[src/rtl/pcs_pkg.sv]
// Purpose: Shared constants and carrier types of the socket control block
// Assumes: 32-bit AXI4-Lite register access, 8-bit registers in the low lane
// Notes:   Half-cycle strobe delays are produced on the falling clock edge
`default_nettype none

package pcs_pkg;

    // ==================================================================
    // Register offsets
    localparam int         ADDR_W     = 8;
    localparam logic [7:0] OFS_GLOBAL = 8'h00;
    localparam logic [7:0] OFS_MASK   = 8'h04;
    localparam logic [7:0] OFS_MEMT   = 8'h08;
    localparam logic [7:0] OFS_IOT    = 8'h0c;
    localparam logic [7:0] OFS_CHG    = 8'h10;
    localparam logic [7:0] OFS_ACC    = 8'h14;

    // ==================================================================
    // Field positions
    localparam int GLB_RESET = 5;
    localparam int GLB_SWCD  = 4;
    localparam int GLB_TYPE  = 3;
    localparam int GLB_IO16  = 2;
    localparam int GLB_EXPL  = 1;
    localparam int GLB_PDOWN = 0;
    localparam int MSK_RISC  = 7;
    localparam int MSK_CD    = 6;
    localparam int MSK_IRQ_H = 5;
    localparam int MSK_IRQ_L = 4;
    localparam int MSK_RI    = 3;
    localparam int MSK_RDY   = 2;
    localparam int MSK_BD    = 0;
    localparam int CHG_SWCD  = 7;
    localparam int CHG_CD    = 6;
    localparam int CHG_IRQ   = 5;
    localparam int CHG_STS   = 4;
    localparam int CHG_RI    = 3;
    localparam int CHG_RDY   = 2;
    localparam int TIM_WT_H  = 6;
    localparam int TIM_WT_L  = 4;
    localparam int TIM_AS_H  = 3;
    localparam int TIM_AS_L  = 2;
    localparam int TIM_NG_H  = 1;
    localparam int TIM_NG_L  = 0;
    localparam int ACC_START = 0;
    localparam int ACC_WRITE = 1;
    localparam int ACC_IO    = 2;
    localparam int PIN_IRQ   = 0;
    localparam int PIN_STS   = 1;
    localparam int PIN_RDY   = 2;
    localparam int PIN_CD    = 3;

    // ==================================================================
    // Reset values and codes
    localparam logic [7:0] RST_GLOBAL = 8'h00;
    localparam logic [7:0] RST_MASK   = 8'h00;
    localparam logic [7:0] RST_MEMT   = 8'h00;
    localparam logic [7:0] RST_IOT    = 8'h49;
    localparam logic [3:0] RST_PINS   = 4'hb;
    localparam logic [1:0] IRQ_OFF    = 2'h0;
    localparam logic [1:0] IRQ_LEVEL  = 2'h1;
    localparam logic [1:0] IRQ_FALL   = 2'h2;
    localparam logic [1:0] IRQ_RISE   = 2'h3;
    localparam logic [1:0] RESP_OKAY  = 2'h0;
    localparam logic [1:0] RESP_SLV   = 2'h2;

    // ==================================================================
    // Timing counts in bus clocks
    localparam int         CLK_HZ = 10_000_000;
    localparam logic [5:0] WAIT_CLK [8] = '{6'h05, 6'h06, 6'h07, 6'h09,
                                            6'h0b, 6'h0c, 6'h0e, 6'h1c};
    localparam logic [5:0] DLY_FULL [4] = '{6'h00, 6'h01, 6'h03, 6'h05};

    // ==================================================================
    // Bus carriers
    typedef struct packed {
        logic              awvalid;
        logic [ADDR_W-1:0] awaddr;
        logic              wvalid;
        logic [31:0]       wdata;
        logic [3:0]        wstrb;
        logic              bready;
        logic              arvalid;
        logic [ADDR_W-1:0] araddr;
        logic              rready;
    } pcs_axi_req_t;

    typedef struct packed {
        logic        awready;
        logic        wready;
        logic        bvalid;
        logic [1:0]  bresp;
        logic        arready;
        logic        rvalid;
        logic [31:0] rdata;
        logic [1:0]  rresp;
    } pcs_axi_rsp_t;

endpackage : pcs_pkg

`default_nettype wire

[src/rtl/pcs_socket_ctrl.sv]
// Purpose: Socket control, status change masking and card strobe timing
// Assumes: Card pins are asynchronous and pass a three-stage synchroniser
// Notes:   Strobe outputs are retimed on the falling edge for half cycles
//
// Operation
// - Card reset output stays active while the reset control bit holds one.
// - Writing the software detect bit with detect enable set raises status change.
// - Leaving card power-down sets the software card detect source.
// - I/O width bit selects 8-bit or 16-bit I/O card registers.
// - With explicit acknowledge set, pending bits clear only on written ones.
// - With explicit acknowledge clear, reading the status change register clears it.
// - Power-down bit one removes socket power; zero keeps it powered.
// - Power-down is left only together with the software card detect write.
// - Mask bit seven gates ring indicate and status changed interrupts.
// - Request field 00 disables card interrupts; 01 interrupts while request low.
// - Request field 10 interrupts on a falling edge of the request pin.
// - Request field 11 interrupts on a rising edge of the request pin.
// - Ring indicate enable gates ring change, ignored for memory cards.
// - Ready enable gates ready change, ignored for I/O cards.
// - I/O card without ring enable: battery dead enable gates status low source.
// - Wait field codes give 5,6,7,9,11,12,14,28 clock strobe widths.
// - Assertion field codes give 0.5, 1.5, 3.5, 5.5 clock delays.
// - Negation field codes give 0, 1, 3, 5 clock delays.
// - Assertion delay leads the strobe; negation delay extends its release.
// - I/O timing register shares layout and resets to 100 10 01.
`default_nettype none

module pcs_socket_ctrl (
    input  wire logic              aclk,
    input  wire logic              aresetn,
    input  wire pcs_pkg::pcs_axi_req_t s_axi_req,
    output var  pcs_pkg::pcs_axi_rsp_t s_axi_rsp,
    input  wire logic              card_irq_req_n,
    input  wire logic              status_changed_n,
    input  wire logic              card_ready,
    input  wire logic              card_detect_n,
    output logic                   card_reset,
    output logic                   socket_power_en,
    output logic                   io_access_16,
    output logic                   card_is_io,
    output logic                   status_change_irq,
    output logic                   access_busy,
    output logic                   card_output_enable_n,
    output logic                   card_write_enable_n
);
    import pcs_pkg::*;

    // ==================================================================
    // State
    typedef enum logic [1:0] {
        ACC_IDLE,
        ACC_LEAD,
        ACC_STROBE
    } pcs_acc_state_t;

    typedef struct packed {
        logic [7:0]        glob;
        logic [7:0]        mask;
        logic [7:0]        memt;
        logic [7:0]        iot;
        logic [7:0]        chg;
        logic [3:0]        sync1;
        logic [3:0]        sync2;
        logic [3:0]        sync3;
        logic [3:0]        stable;

        logic [ADDR_W-1:0] awaddr;
        logic [31:0]       wdata;
        logic [3:0]        wstrb;

        pcs_axi_rsp_t      rsp;

        pcs_acc_state_t    acc;
        logic [5:0]        cnt;
        logic              acc_wr;
        logic              strobe;
        logic              irq;
        logic              acc_io;
        logic              busy;
        logic              pwr;
    } pcs_state_t;

    pcs_state_t s_reg;
    pcs_state_t s_next;

    logic [3:0] pins;
    logic [3:0] agree;
    logic [3:0] rise;
    logic [3:0] fall;

    logic [7:0] set_bits;
    logic [7:0] clr_bits;

    logic       do_write;
    logic       do_read;

    logic       wr_hit;
    logic       rd_hit;

    logic [7:0] wbyte;
    logic [7:0] rbyte;

    logic [7:0] tim;
    logic       swcd_wr;
    logic       pd_exit;

    logic       io;
    logic [1:0] irq_mode;
    logic       start;

    assign pins = {card_detect_n, card_ready, status_changed_n, card_irq_req_n};

    // ==================================================================
    // Next state
    always_comb begin
        s_next   = s_reg;
        set_bits = 8'h00;
        clr_bits = 8'h00;
        wr_hit   = 1'b0;
        rd_hit   = 1'b0;
        rbyte    = 8'h00;
        swcd_wr  = 1'b0;
        pd_exit  = 1'b0;
        start    = 1'b0;

        // Pin synchronisers
        s_next.sync1 = pins;
        s_next.sync2 = s_reg.sync1;
        s_next.sync3 = s_reg.sync2;
        agree        = ~(s_reg.sync2 ^ s_reg.sync3);
        rise         = agree & s_reg.sync2 & ~s_reg.stable;
        fall         = agree & ~s_reg.sync2 & s_reg.stable;
        s_next.stable = (s_reg.stable & ~agree) | (s_reg.sync2 & agree);

        io       = s_reg.glob[GLB_TYPE];
        irq_mode = s_reg.mask[MSK_IRQ_H:MSK_IRQ_L];

        // Write channel capture
        if (s_axi_req.awvalid && s_reg.rsp.awready) begin
            s_next.awaddr      = s_axi_req.awaddr;
            s_next.rsp.awready = 1'b0;
        end
        if (s_axi_req.wvalid && s_reg.rsp.wready) begin
            s_next.wdata      = s_axi_req.wdata;
            s_next.wstrb      = s_axi_req.wstrb;
            s_next.rsp.wready = 1'b0;
        end
        if (s_reg.rsp.bvalid && s_axi_req.bready) begin
            s_next.rsp.bvalid = 1'b0;
        end

        // Write perform once address and data are both held
        do_write = !s_reg.rsp.awready && !s_reg.rsp.wready && !s_reg.rsp.bvalid;
        wbyte    = s_reg.wdata[7:0];
        if (do_write) begin
            s_next.rsp.awready = 1'b1;
            s_next.rsp.wready  = 1'b1;
            s_next.rsp.bvalid  = 1'b1;
            case (s_reg.awaddr)
                OFS_GLOBAL, OFS_MASK, OFS_MEMT, OFS_IOT, OFS_CHG, OFS_ACC: begin
                    wr_hit = 1'b1;
                end
                default: begin
                    wr_hit = 1'b0;
                end
            endcase
            s_next.rsp.bresp = wr_hit ? RESP_OKAY : RESP_SLV;
            if (wr_hit && s_reg.wstrb[0]) begin
                case (s_reg.awaddr)
                    OFS_GLOBAL: begin
                        swcd_wr = wbyte[GLB_SWCD];
                        s_next.glob = {2'h0, wbyte[5], 1'b0, wbyte[3:0]};
                        if (s_reg.glob[GLB_PDOWN] && !wbyte[GLB_PDOWN]) begin
                            pd_exit = swcd_wr;
                            s_next.glob[GLB_PDOWN] = !swcd_wr;
                        end
                    end
                    OFS_MASK: begin
                        s_next.mask = wbyte;
                    end
                    OFS_MEMT: begin
                        s_next.memt = {1'b0, wbyte[6:0]};
                    end
                    OFS_IOT: begin
                        s_next.iot = {1'b0, wbyte[6:0]};
                    end
                    OFS_CHG: begin
                        if (s_reg.glob[GLB_EXPL]) begin
                            clr_bits = wbyte;
                        end
                    end
                    OFS_ACC: begin
                        start = wbyte[ACC_START] && !s_reg.glob[GLB_PDOWN]
                                && s_reg.acc == ACC_IDLE;
                        if (start) begin
                            s_next.acc_wr = wbyte[ACC_WRITE];
                            s_next.acc_io = wbyte[ACC_IO];
                        end
                    end
                    default: begin
                        start = 1'b0;
                    end
                endcase
            end
        end

        // Read channel
        do_read = s_axi_req.arvalid && s_reg.rsp.arready;
        if (s_reg.rsp.rvalid && s_axi_req.rready) begin
            s_next.rsp.rvalid  = 1'b0;
            s_next.rsp.arready = 1'b1;
        end
        if (do_read) begin
            rd_hit = 1'b1;
            case (s_axi_req.araddr)
                OFS_GLOBAL: begin
                    rbyte = s_reg.glob;
                end
                OFS_MASK: begin
                    rbyte = s_reg.mask;
                end
                OFS_MEMT: begin
                    rbyte = s_reg.memt;
                end
                OFS_IOT: begin
                    rbyte = s_reg.iot;
                end
                OFS_CHG: begin
                    rbyte = s_reg.chg;
                    if (!s_reg.glob[GLB_EXPL]) begin
                        clr_bits = s_reg.chg;
                    end
                end
                OFS_ACC: begin
                    rbyte = {7'h00, s_reg.acc != ACC_IDLE};
                end
                default: begin
                    rd_hit = 1'b0;
                end
            endcase
            s_next.rsp.rvalid  = 1'b1;
            s_next.rsp.arready = 1'b0;
            s_next.rsp.rdata   = {24'h000000, rbyte};
            s_next.rsp.rresp   = rd_hit ? RESP_OKAY : RESP_SLV;
        end

        // Status change sources
        set_bits[CHG_SWCD] = (swcd_wr && s_reg.mask[MSK_CD]) || pd_exit;
        set_bits[CHG_CD]   = s_reg.mask[MSK_CD] && (rise[PIN_CD] || fall[PIN_CD]);
        case (irq_mode)
            IRQ_LEVEL: begin
                set_bits[CHG_IRQ] = !s_reg.stable[PIN_IRQ];
            end
            IRQ_FALL: begin
                set_bits[CHG_IRQ] = fall[PIN_IRQ];
            end
            IRQ_RISE: begin
                set_bits[CHG_IRQ] = rise[PIN_IRQ];
            end
            default: begin
                set_bits[CHG_IRQ] = 1'b0;
            end
        endcase
        set_bits[CHG_STS] = io && !s_reg.mask[MSK_RI] && s_reg.mask[MSK_BD]
                            && s_reg.mask[MSK_RISC] && !s_reg.stable[PIN_STS];
        set_bits[CHG_RI]  = io && s_reg.mask[MSK_RI] && s_reg.mask[MSK_RISC]
                            && fall[PIN_STS];
        set_bits[CHG_RDY] = !io && s_reg.mask[MSK_RDY]
                            && (rise[PIN_RDY] || fall[PIN_RDY]);

        // Set wins over clear
        s_next.chg = (s_reg.chg & ~clr_bits) | set_bits;
        s_next.irq = |s_next.chg;

        // Strobe sequencer
        tim = (wbyte[ACC_IO] && start) ? s_reg.iot : s_reg.memt;
        case (s_reg.acc)
            ACC_IDLE: begin
                s_next.strobe = 1'b0;
                if (start) begin
                    s_next.acc = ACC_LEAD;
                    s_next.cnt = DLY_FULL[tim[TIM_AS_H:TIM_AS_L]];
                    s_next.memt[7] = 1'b0;
                    s_next.iot[7]  = 1'b0;
                end
            end

            ACC_LEAD: begin
                if (s_reg.cnt == 6'h00) begin
                    s_next.acc    = ACC_STROBE;
                    s_next.strobe = 1'b1;
                    s_next.cnt    = 6'(s_reg.acc_io ?
                        (WAIT_CLK[s_reg.iot[TIM_WT_H:TIM_WT_L]]
                         + DLY_FULL[s_reg.iot[TIM_NG_H:TIM_NG_L]] - 6'h01) :
                        (WAIT_CLK[s_reg.memt[TIM_WT_H:TIM_WT_L]]
                         + DLY_FULL[s_reg.memt[TIM_NG_H:TIM_NG_L]] - 6'h01));
                end else begin
                    s_next.cnt = s_reg.cnt - 6'h01;
                end
            end

            ACC_STROBE: begin
                if (s_reg.cnt == 6'h00) begin
                    s_next.acc    = ACC_IDLE;
                    s_next.strobe = 1'b0;
                end else begin
                    s_next.cnt = s_reg.cnt - 6'h01;
                end
            end
            default: begin
                s_next.acc    = ACC_IDLE;
                s_next.strobe = 1'b0;
            end
        endcase

        // Output flops
        s_next.busy = s_next.acc != ACC_IDLE;
        s_next.pwr  = !s_next.glob[GLB_PDOWN];
    end

    // ==================================================================
    // State register
    always_ff @(posedge aclk) begin
        if (!aresetn) begin
            s_reg             <= '0;
            s_reg.glob        <= RST_GLOBAL;
            s_reg.mask        <= RST_MASK;
            s_reg.memt        <= RST_MEMT;
            s_reg.iot         <= RST_IOT;

            s_reg.sync1       <= RST_PINS;
            s_reg.sync2       <= RST_PINS;
            s_reg.sync3       <= RST_PINS;
            s_reg.stable      <= RST_PINS;

            s_reg.rsp.awready <= 1'b1;
            s_reg.rsp.wready  <= 1'b1;
            s_reg.rsp.arready <= 1'b1;
            s_reg.acc         <= ACC_IDLE;
            s_reg.pwr         <= 1'b1;
        end else begin
            s_reg <= s_next;
        end
    end

    // ==================================================================
    // Half-cycle strobe retiming
    always_ff @(negedge aclk) begin
        if (!aresetn) begin
            card_output_enable_n <= 1'b1;
            card_write_enable_n  <= 1'b1;
        end else begin
            card_output_enable_n <= !(s_reg.strobe && !s_reg.acc_wr);
            card_write_enable_n  <= !(s_reg.strobe && s_reg.acc_wr);
        end
    end

    // ==================================================================
    // Outputs
    assign s_axi_rsp         = s_reg.rsp;
    assign card_reset        = s_reg.glob[GLB_RESET];
    assign socket_power_en   = s_reg.pwr;
    assign io_access_16      = s_reg.glob[GLB_IO16];
    assign card_is_io        = s_reg.glob[GLB_TYPE];
    assign status_change_irq = s_reg.irq;
    assign access_busy       = s_reg.busy;

endmodule : pcs_socket_ctrl

`default_nettype wire

[config.mk]
export PLATFORM = sky130hd
export DESIGN_NAME = pcs_socket_ctrl
export DESIGN_NICKNAME = d
export VERILOG_FILES = /design/src/rtl/pcs_pkg.sv /design/src/rtl/pcs_socket_ctrl.sv
export SDC_FILE = /design/constraint.sdc
export NUM_CORES = 1
export LEC_CHECK = 0
export BUFFER_PORTS_ARGS = -buffer_cell sky130_fd_sc_hd__buf_4
export CAP_MARGIN = 10
export CORE_ASPECT_RATIO = 2
export CORE_MARGIN = 2
export CORE_UTILIZATION = 42
export CTS_CLUSTER_DIAMETER = 50
export DETAILED_ROUTE_END_ITERATION = 6
export MAX_ROUTING_LAYER = met4
export SLEW_MARGIN = 20
export SYNTH_ARGS = -nofsm -noshare
export SYNTH_HDL_FRONTEND = slang
export SYNTH_SLANG_ARGS = --single-unit
[constraint.sdc]
create_clock -name aclk -period 6.3 [get_ports aclk]
set_input_delay 0 -clock aclk [delete_from_list [all_inputs] [get_ports aclk]]
set_output_delay 0 -clock aclk [all_outputs]
set_load 0.005 [all_outputs]
* Word level (Yosys, flattened, before mapping)
Memory sizes are Yosys's and may differ from the RTL's.
Cells that the tools add are included.
** Storage, ports and cells
- Flip-flop bits (word level) :: 103
- Memory bits (read-only) :: 96
- Word-level logic and storage cells :: 211
- Memories :: 2
** Memory list
- (name not given) :: depth 8, width 6, rd ports 1, clocked after memory_dff 0, wr ports 0, line pcs_socket_ctrl.sv:295 : (WAIT_CLK[s_reg.memt[TIM_WT_H:TIM_WT_L]]
- (name not given) :: depth 8, width 6, rd ports 1, clocked after memory_dff 0, wr ports 0, line pcs_socket_ctrl.sv:293 : (WAIT_CLK[s_reg.iot[TIM_WT_H:TIM_WT_L]]
** Cells by class
- $add $sub $neg :: 5
- Order comparisons :: 5
- Equal/unequal tests :: 19
- Multiplexer cells :: 65
- Bitwise operators :: 20
- Reduce and logical (&&, ||, !) cells :: 62
** Operators with widths (number)
- 8-bit 2-to-1 mux :: 11
- 6-bit 2-to-1 mux :: 13
- 25-bit 2-to-1 mux :: 2
- 8-bit one-hot mux with 6 select lines :: 1
- 6-bit binary-select mux with 2-bit select :: 3
- 36-bit 2-to-1 mux :: 1
- 8-bit by 4-bit == test with 1-bit output (second input constant) :: 4
- 8-bit by 5-bit == test with 1-bit output (second input constant) :: 4
- 1-bit logical AND :: 25
- 1-bit 2-to-1 mux :: 23
- 4-bit bitwise AND :: 5
- 6-bit one-hot mux with 3 select lines :: 1
- 6-bit by 1-bit subtractor with 6-bit output (second input constant) :: 3
- 8-bit by 3-bit == test with 1-bit output (second input constant) :: 2
- 8-bit zero test :: 2
- 4-bit inverter :: 4
- 3-bit AND reduction :: 5
- 1-bit zero test :: 14
- 6-bit adder :: 2
- 6-bit OR reduction :: 2
- 2-bit 2-to-1 mux :: 5
- 3-bit greater-or-equal comparator (second input constant) :: 3
- 2-bit inverter with 3-bit output :: 3
- 8-bit bitwise AND :: 1
- other kinds (24) :: 37

* Longest topological paths before layout
Gate-level depths: netlist of the first run.
- Depth after elaboration :: 16
- Gate-level depth with buffers :: 13
- Gate-level depth less buffers :: 13

==> impl_metrics.ini, run 1 <==
[grt]
grt_overflow_total = 0
gr-usage-all-layers_pct = 20.0
grt_max_degree = 101
grt_pass1_wl_mm = 21.6
grt_pass1_vias = 4394
antenna_found_initial = 0

[synth]
synth_edf_count = 0
synth.distinct_cells = 57
ys_warn_count = 0
yosysSeqAreaShare_pct = 36.5
synth_commonest_cells = dfxtp_1 (101), nand2_1 (69), buf_4 (41)
yosys.area.top_type = dfxtp_1
synth_area_um2 = 5530
yosysMostFrequentCell = dfxtp_1
synth.top_cell.area_share_pct = 36.5
synth_ff_type = dfxtp_1
syn-instance-count = 621
synth_seq_cells = 101
async_flop_share_pct = 0
yosys-top-cells-area = dfxtp_1 (37%), ha_1 (7.5%), mux2i_1 (6.2%)
syn_avg_cell_area_um2 = 8.91

[critical_path]
crit_chain = buf_4
cpLargestDelayFamily = flip-flops
crit_slowest_cell = dfxtp_1
crit_type = reg2out
slowest_delay_ns = 0.29
worstSetupEndpointType = output pin
cp_num_buf_inv = 1
path_max_fanout = 1
cp.arrival_ns = 3.97
rr_startpoint = s_reg[5]
worstSetupStartpoint = card_write_enable_n
start_kind = flop
crit_required_ns = 6.30

[timing]
setup_viol = 0
rsz0062_at_grt = no
timing.setup.tns_ns = 0
slew_headroom_pct = 42.5
hold_viol = 0
fin_ws_ns = 2.33
max_slew.worst_pin.slew_ns = 0.863
hold_slack_ns = 0.00121
drv_slew = 0
fin_skew_ns = 0.0572

[clock_network]
cts_buffers = 9
hold_buffers = 28
insertion_delay_ns = 0.40
cts_resized = 0
clk_pin_slew_worst_paths_ns = 0.07
h-tree-depth = 3
postCtsSetupRepairBufs = 0
clock-root-buffer = clkbuf_16
cts_tree = done
cts.path.max_buffers = 2
clock-sinks = 101

[pwr]
irDropWorstVdd_mv = 0.181
power_density_nw_per_um2 = 210
p_leak_nw = 2.70

[placed_design]
dpl_cell_area_um2 = 5850
hpwl_mm = 10.2
place_congestion = 0.884
placedCellCount = 790
portBuffers = 58
place_ws_ns = 2.15

[floorplanning]
io_pins = 112
dieArea_um2 = 14200
num_rows = 59
core_area_um2 = 12900
die_w_um = 85.2
die_y_um = 166
start_util_pct = 42.8

[detailed_routing]
wl_per_cell_um = 16.3
drcViolationCount = 0
via_per_inst = 5.32
drt-initial-drc-count = 278
first_pass_iters = 4
routed_wl_mm = 13.6
drtAntennaViolNets = 0
via_count = 4444

[min_path]
hold_start = s_axi_req[56]
worstHoldPathType = in2reg

[finish]
diodes = 0
nNetsFinal = 776
final_cells = 835
drive_gt1_share_pct = 13.5
largest_reg_flops = 64
area_growth_pct = 16.4
stdcell_area_um2 = 6440
fill_cells = 1226

[flow_run]
max_cap_viol_count = 0

[outcome]
status = complete, no violations
-- cell type report --
| cell class | count | area, µm² | share of cell area (%) |
|---|---|---|---|
| Multi-Input combinational cell | 442 | 3060 | 47.5 |
| Inverter | 36 | 135 | 2.10 |
| Clock buffer | 11 | 264 | 4.10 |
| Tap cell | 152 | 190 | 2.95 |
| Sequential cell | 101 | 2020 | 31.4 |
| Timing Repair Buffer | 86 | 716 | 11.1 |
| Clock inverter | 7 | 52.6 | 0.816 |
-- layout by cell type (no fill, tap or decap), types with 3 or more instances in the layout --
cell type / instances
o31ai_1: 3
a22o_1: 4
nor3_1: 6
conb_1: 26
or3_1: 4
inv_1: 38
a31oi_1: 5
and2_1: 15
buf_4: 58
a211oi_1: 6
a21o_1: 3
and4b_1: 4
nand2_1: 69
a21boi_0: 25
nor2_1: 22
clkbuf_16: 10
nor2b_1: 34
a22oi_1: 7
mux2i_1: 34
o21ai_0: 24
mux2_2: 5
or4_1: 3
dlygate4sd3_1: 28
nand3_1: 25
ha_1: 33
o211ai_1: 4
nand2b_1: 14
xnor2_1: 6
dfxtp_1: 101
o22ai_1: 3
a21oi_1: 17
mux4_2: 4
nor4_4: 4
-- cell families after synthesis --
family / Yosys count / share of synthesized area [%]
and+or+nand+nor: 215 / 21.2
AOI/OAI and AO/OA: 115 / 14.2
buffers and inverters: 103 / 9.81
DFF: 101 / 36.5
muxes: 43 / 8.80
adders and majority gates: 35 / 8.19
xor gates and xnor gates: 8 / 1.27
other: 1 / 0.0678
-- worst min-delay path, delay by kind of cell --
family	cells	cell delay [ns]
simple gates	1	0.08
buf+inv	1	0.14
compound gates	1	0.07
-- report_power, final --
group	internal, mW	leakage [nW]	switching [mW]
Sequential	0.652	0.821	0.0223
Combinational	0.0532	1.72	0.0452
Clock	0.312	0.162	0.265
Total	1.02	2.70	0.332
-- path summary, 6_finish.rpt --
check,to,slack (ns),cells after the start
worst min register to register,s_next[103],0.41,1
worst max-delay path,card_write_enable_n,2.33,1
worst max register to register,card_output_enable_n,2.59,1
worst min-delay path,s_reg[92],0.001,3
-- metrics by stage --
stage	utilization, %	power, mW
6_report	49.9	1.35
5_1_grt	49.9	1.40
3_3_place_gp	45.3	0.774
4_1_cts	49.9	1.36
2_1_floorplan	-	0.752
3_5_place_dp	45.3	0.777
-- per-layer routing --
layer | vias to the layer above | wire, µm | track usage (%)
li1 | 2196 | - | -
met1 | 2099 | 4820 | 18.6
met2 | 115 | 7700 | 37.8
met3 | 34 | 416 | 2.88
met4 | 0 | 648 | 10.6
met5 | - | 0 | -
(Power assumes the default switching activity.)
==> inputs of run 2 (changes only) <==
==> constraint.sdc (replaced) <==
create_clock -name aclk -period 4.1 [get_ports aclk]
set_input_delay 0 -clock aclk [delete_from_list [all_inputs] [get_ports aclk]]
set_output_delay 0 -clock aclk [all_outputs]
set_load 0.005 [all_outputs]
==> run 2 against run 1 <==
Net effect: the flow now finishes with violations (hold timing); first-iteration DRC count is 16% lower; sequential share of layout area decreased by 0.13 points; total power is 53% higher; non-clock buffer count rose by 4; clock power up 50%; worst setup slack lost 1.1 ns; sequential power rose by 54%; clock-buffer cell count stayed put; via count decreased by 0.50%; critical path type unchanged.
==> impl_metrics.ini, run 2 (synthesis results as in run 1) <==
[finish]
diodes = 0
final_cells = 839
layout_commonest_cell = dfxtp_1
nNetsFinal = 780
final_cell_mix = dfxtp_1 (101), nand2_1 (69), buf_4 (59), inv_1 (38)
fin_util_pct = 50.1
area_growth_pct = 16.9
drive_gt1_share_pct = 13.4
largest_reg_flops = 64

[critical_path]
crit_chain = buf_4
worstSetupEndpointType = output pin
crit_required_ns = 4.10
crit_slowest_cell = dfxtp_1
start_kind = flop
rr_startpoint = s_reg[135]
r2r_slack_ns = 1.24
r2r-end = s_reg[11]
cp_num_buf_inv = 1
path_max_fanout = 1
slowest_delay_ns = 0.29
r2r_cells = 13
cpLargestDelayFamily = flip-flops
worstSetupStartpoint = card_write_enable_n
crit_type = reg2out
cp.arrival_ns = 2.86

[clock_network]
hold_buffers = 31
clock-sinks = 101
cts.path.max_buffers = 2
clk_pin_slew_worst_paths_ns = 0.07
cts_tree = done
cts_buffers = 9
postCtsSetupRepairBufs = 0
h-tree-depth = 3
insertion_delay_ns = 0.40
clock-root-buffer = clkbuf_16
cts_resized = 0

[placed_design]
portBuffers = 58
place_congestion = 0.845
placedCellCount = 791
hpwl_mm = 10.3

[floorplanning]
core_area_um2 = 12900
io_pins = 112
num_rows = 59
die_y_um = 166
dieArea_um2 = 14200
die_w_um = 85.2
start_util_pct = 42.8

[pwr]
irDropWorstVdd_mv = 0.211
power_mw = 2.06
p_leak_nw = 2.71
power_density_nw_per_um2 = 319

[outcome]
status = finished with violations
violations = hold timing

[timing]
max_slew.worst_pin.slew_ns = 0.790
rsz0062_at_grt = no
post-route-period-util_pct = 69.8
fmax_mhz = 350
fin_skew_ns = 0.0542
hold_slack_ns = -0.00166
slew_headroom_pct = 47.0
drv_slew = 0
setup_viol = 0
timing.setup.tns_ns = 0
hold_viol = 1
post-route-min-period_ns = 2.86

[min_path]
hold_path_end = s_reg[63]
hold_start = s_axi_req[47]
min_path_cells = 3
worstHoldPathType = in2reg

[grt]
antenna_found_initial = 0
grt_overflow_total = 0
grt_pass1_vias = 4416
grt_max_degree = 58
grt_pass1_wl_mm = 22.1
gr-usage-all-layers_pct = 20.4

[detailed_routing]
first_pass_iters = 7
routed_wl_mm = 13.8
drt-initial-drc-count = 233
drcViolationCount = 0
wl_per_cell_um = 16.4
via_per_inst = 5.27
via_count = 4422
drtAntennaViolNets = 0

[flow_run]
max_cap_viol_count = 0
[run 2: final cells by class]
type                    count  area (µm²)
clock buffers              11         243
clock inverters             7        62.6
fillers                  1253        6450
inverters                  36         135
multi-input cells         442        3060
flip-flops and latches    101        2020
well taps                 152         190
repair buffers             90         753
[run 2: report_power, final]
part | total (mW) | switching, mW | internal (mW)
clock network | 0.868 | 0.397 | 0.471
registers | 1.04 | 0.0338 | 1.00
logic | 0.156 | 0.0710 | 0.0845
total | 2.06 | 0.502 | 1.56
[run 2: metrics by stage]
stage | setup slack (ns) | instance area, µm²
finish | 1.24 | 6470
global route | 1.06 | 6470
CTS | 1.23 | 6470
detailed placement | 1.25 | 5860
global placement | 1.28 | 5860
floorplan | 1.03 | 5630
[run 2: worst max-delay path by stage]
| stage | end | slack [ns] | cells past startpoint |
|---|---|---|---|
| global placement | s_reg[11] | 1.28 | 13 |
| CTS | s_reg[11] | 1.23 | 13 |
| global route | s_reg[11] | 1.06 | 13 |
| detailed placement | s_reg[11] | 1.25 | 13 |
| floorplan | card_write_enable_n | 1.03 | 4 |
| finish | card_write_enable_n | 1.24 | 1 |
[run 2: per-layer routing]
metal  vias to the layer above  global-route usage [%]  part of all wire (%)
met5                         -                       -                     0
met4                         0                    9.66                   3.9
met3                        25                    2.34                   2.7
met2                        95                    39.3                    58
met1                      2101                    19.3                    35
li1                       2201                       -                     -
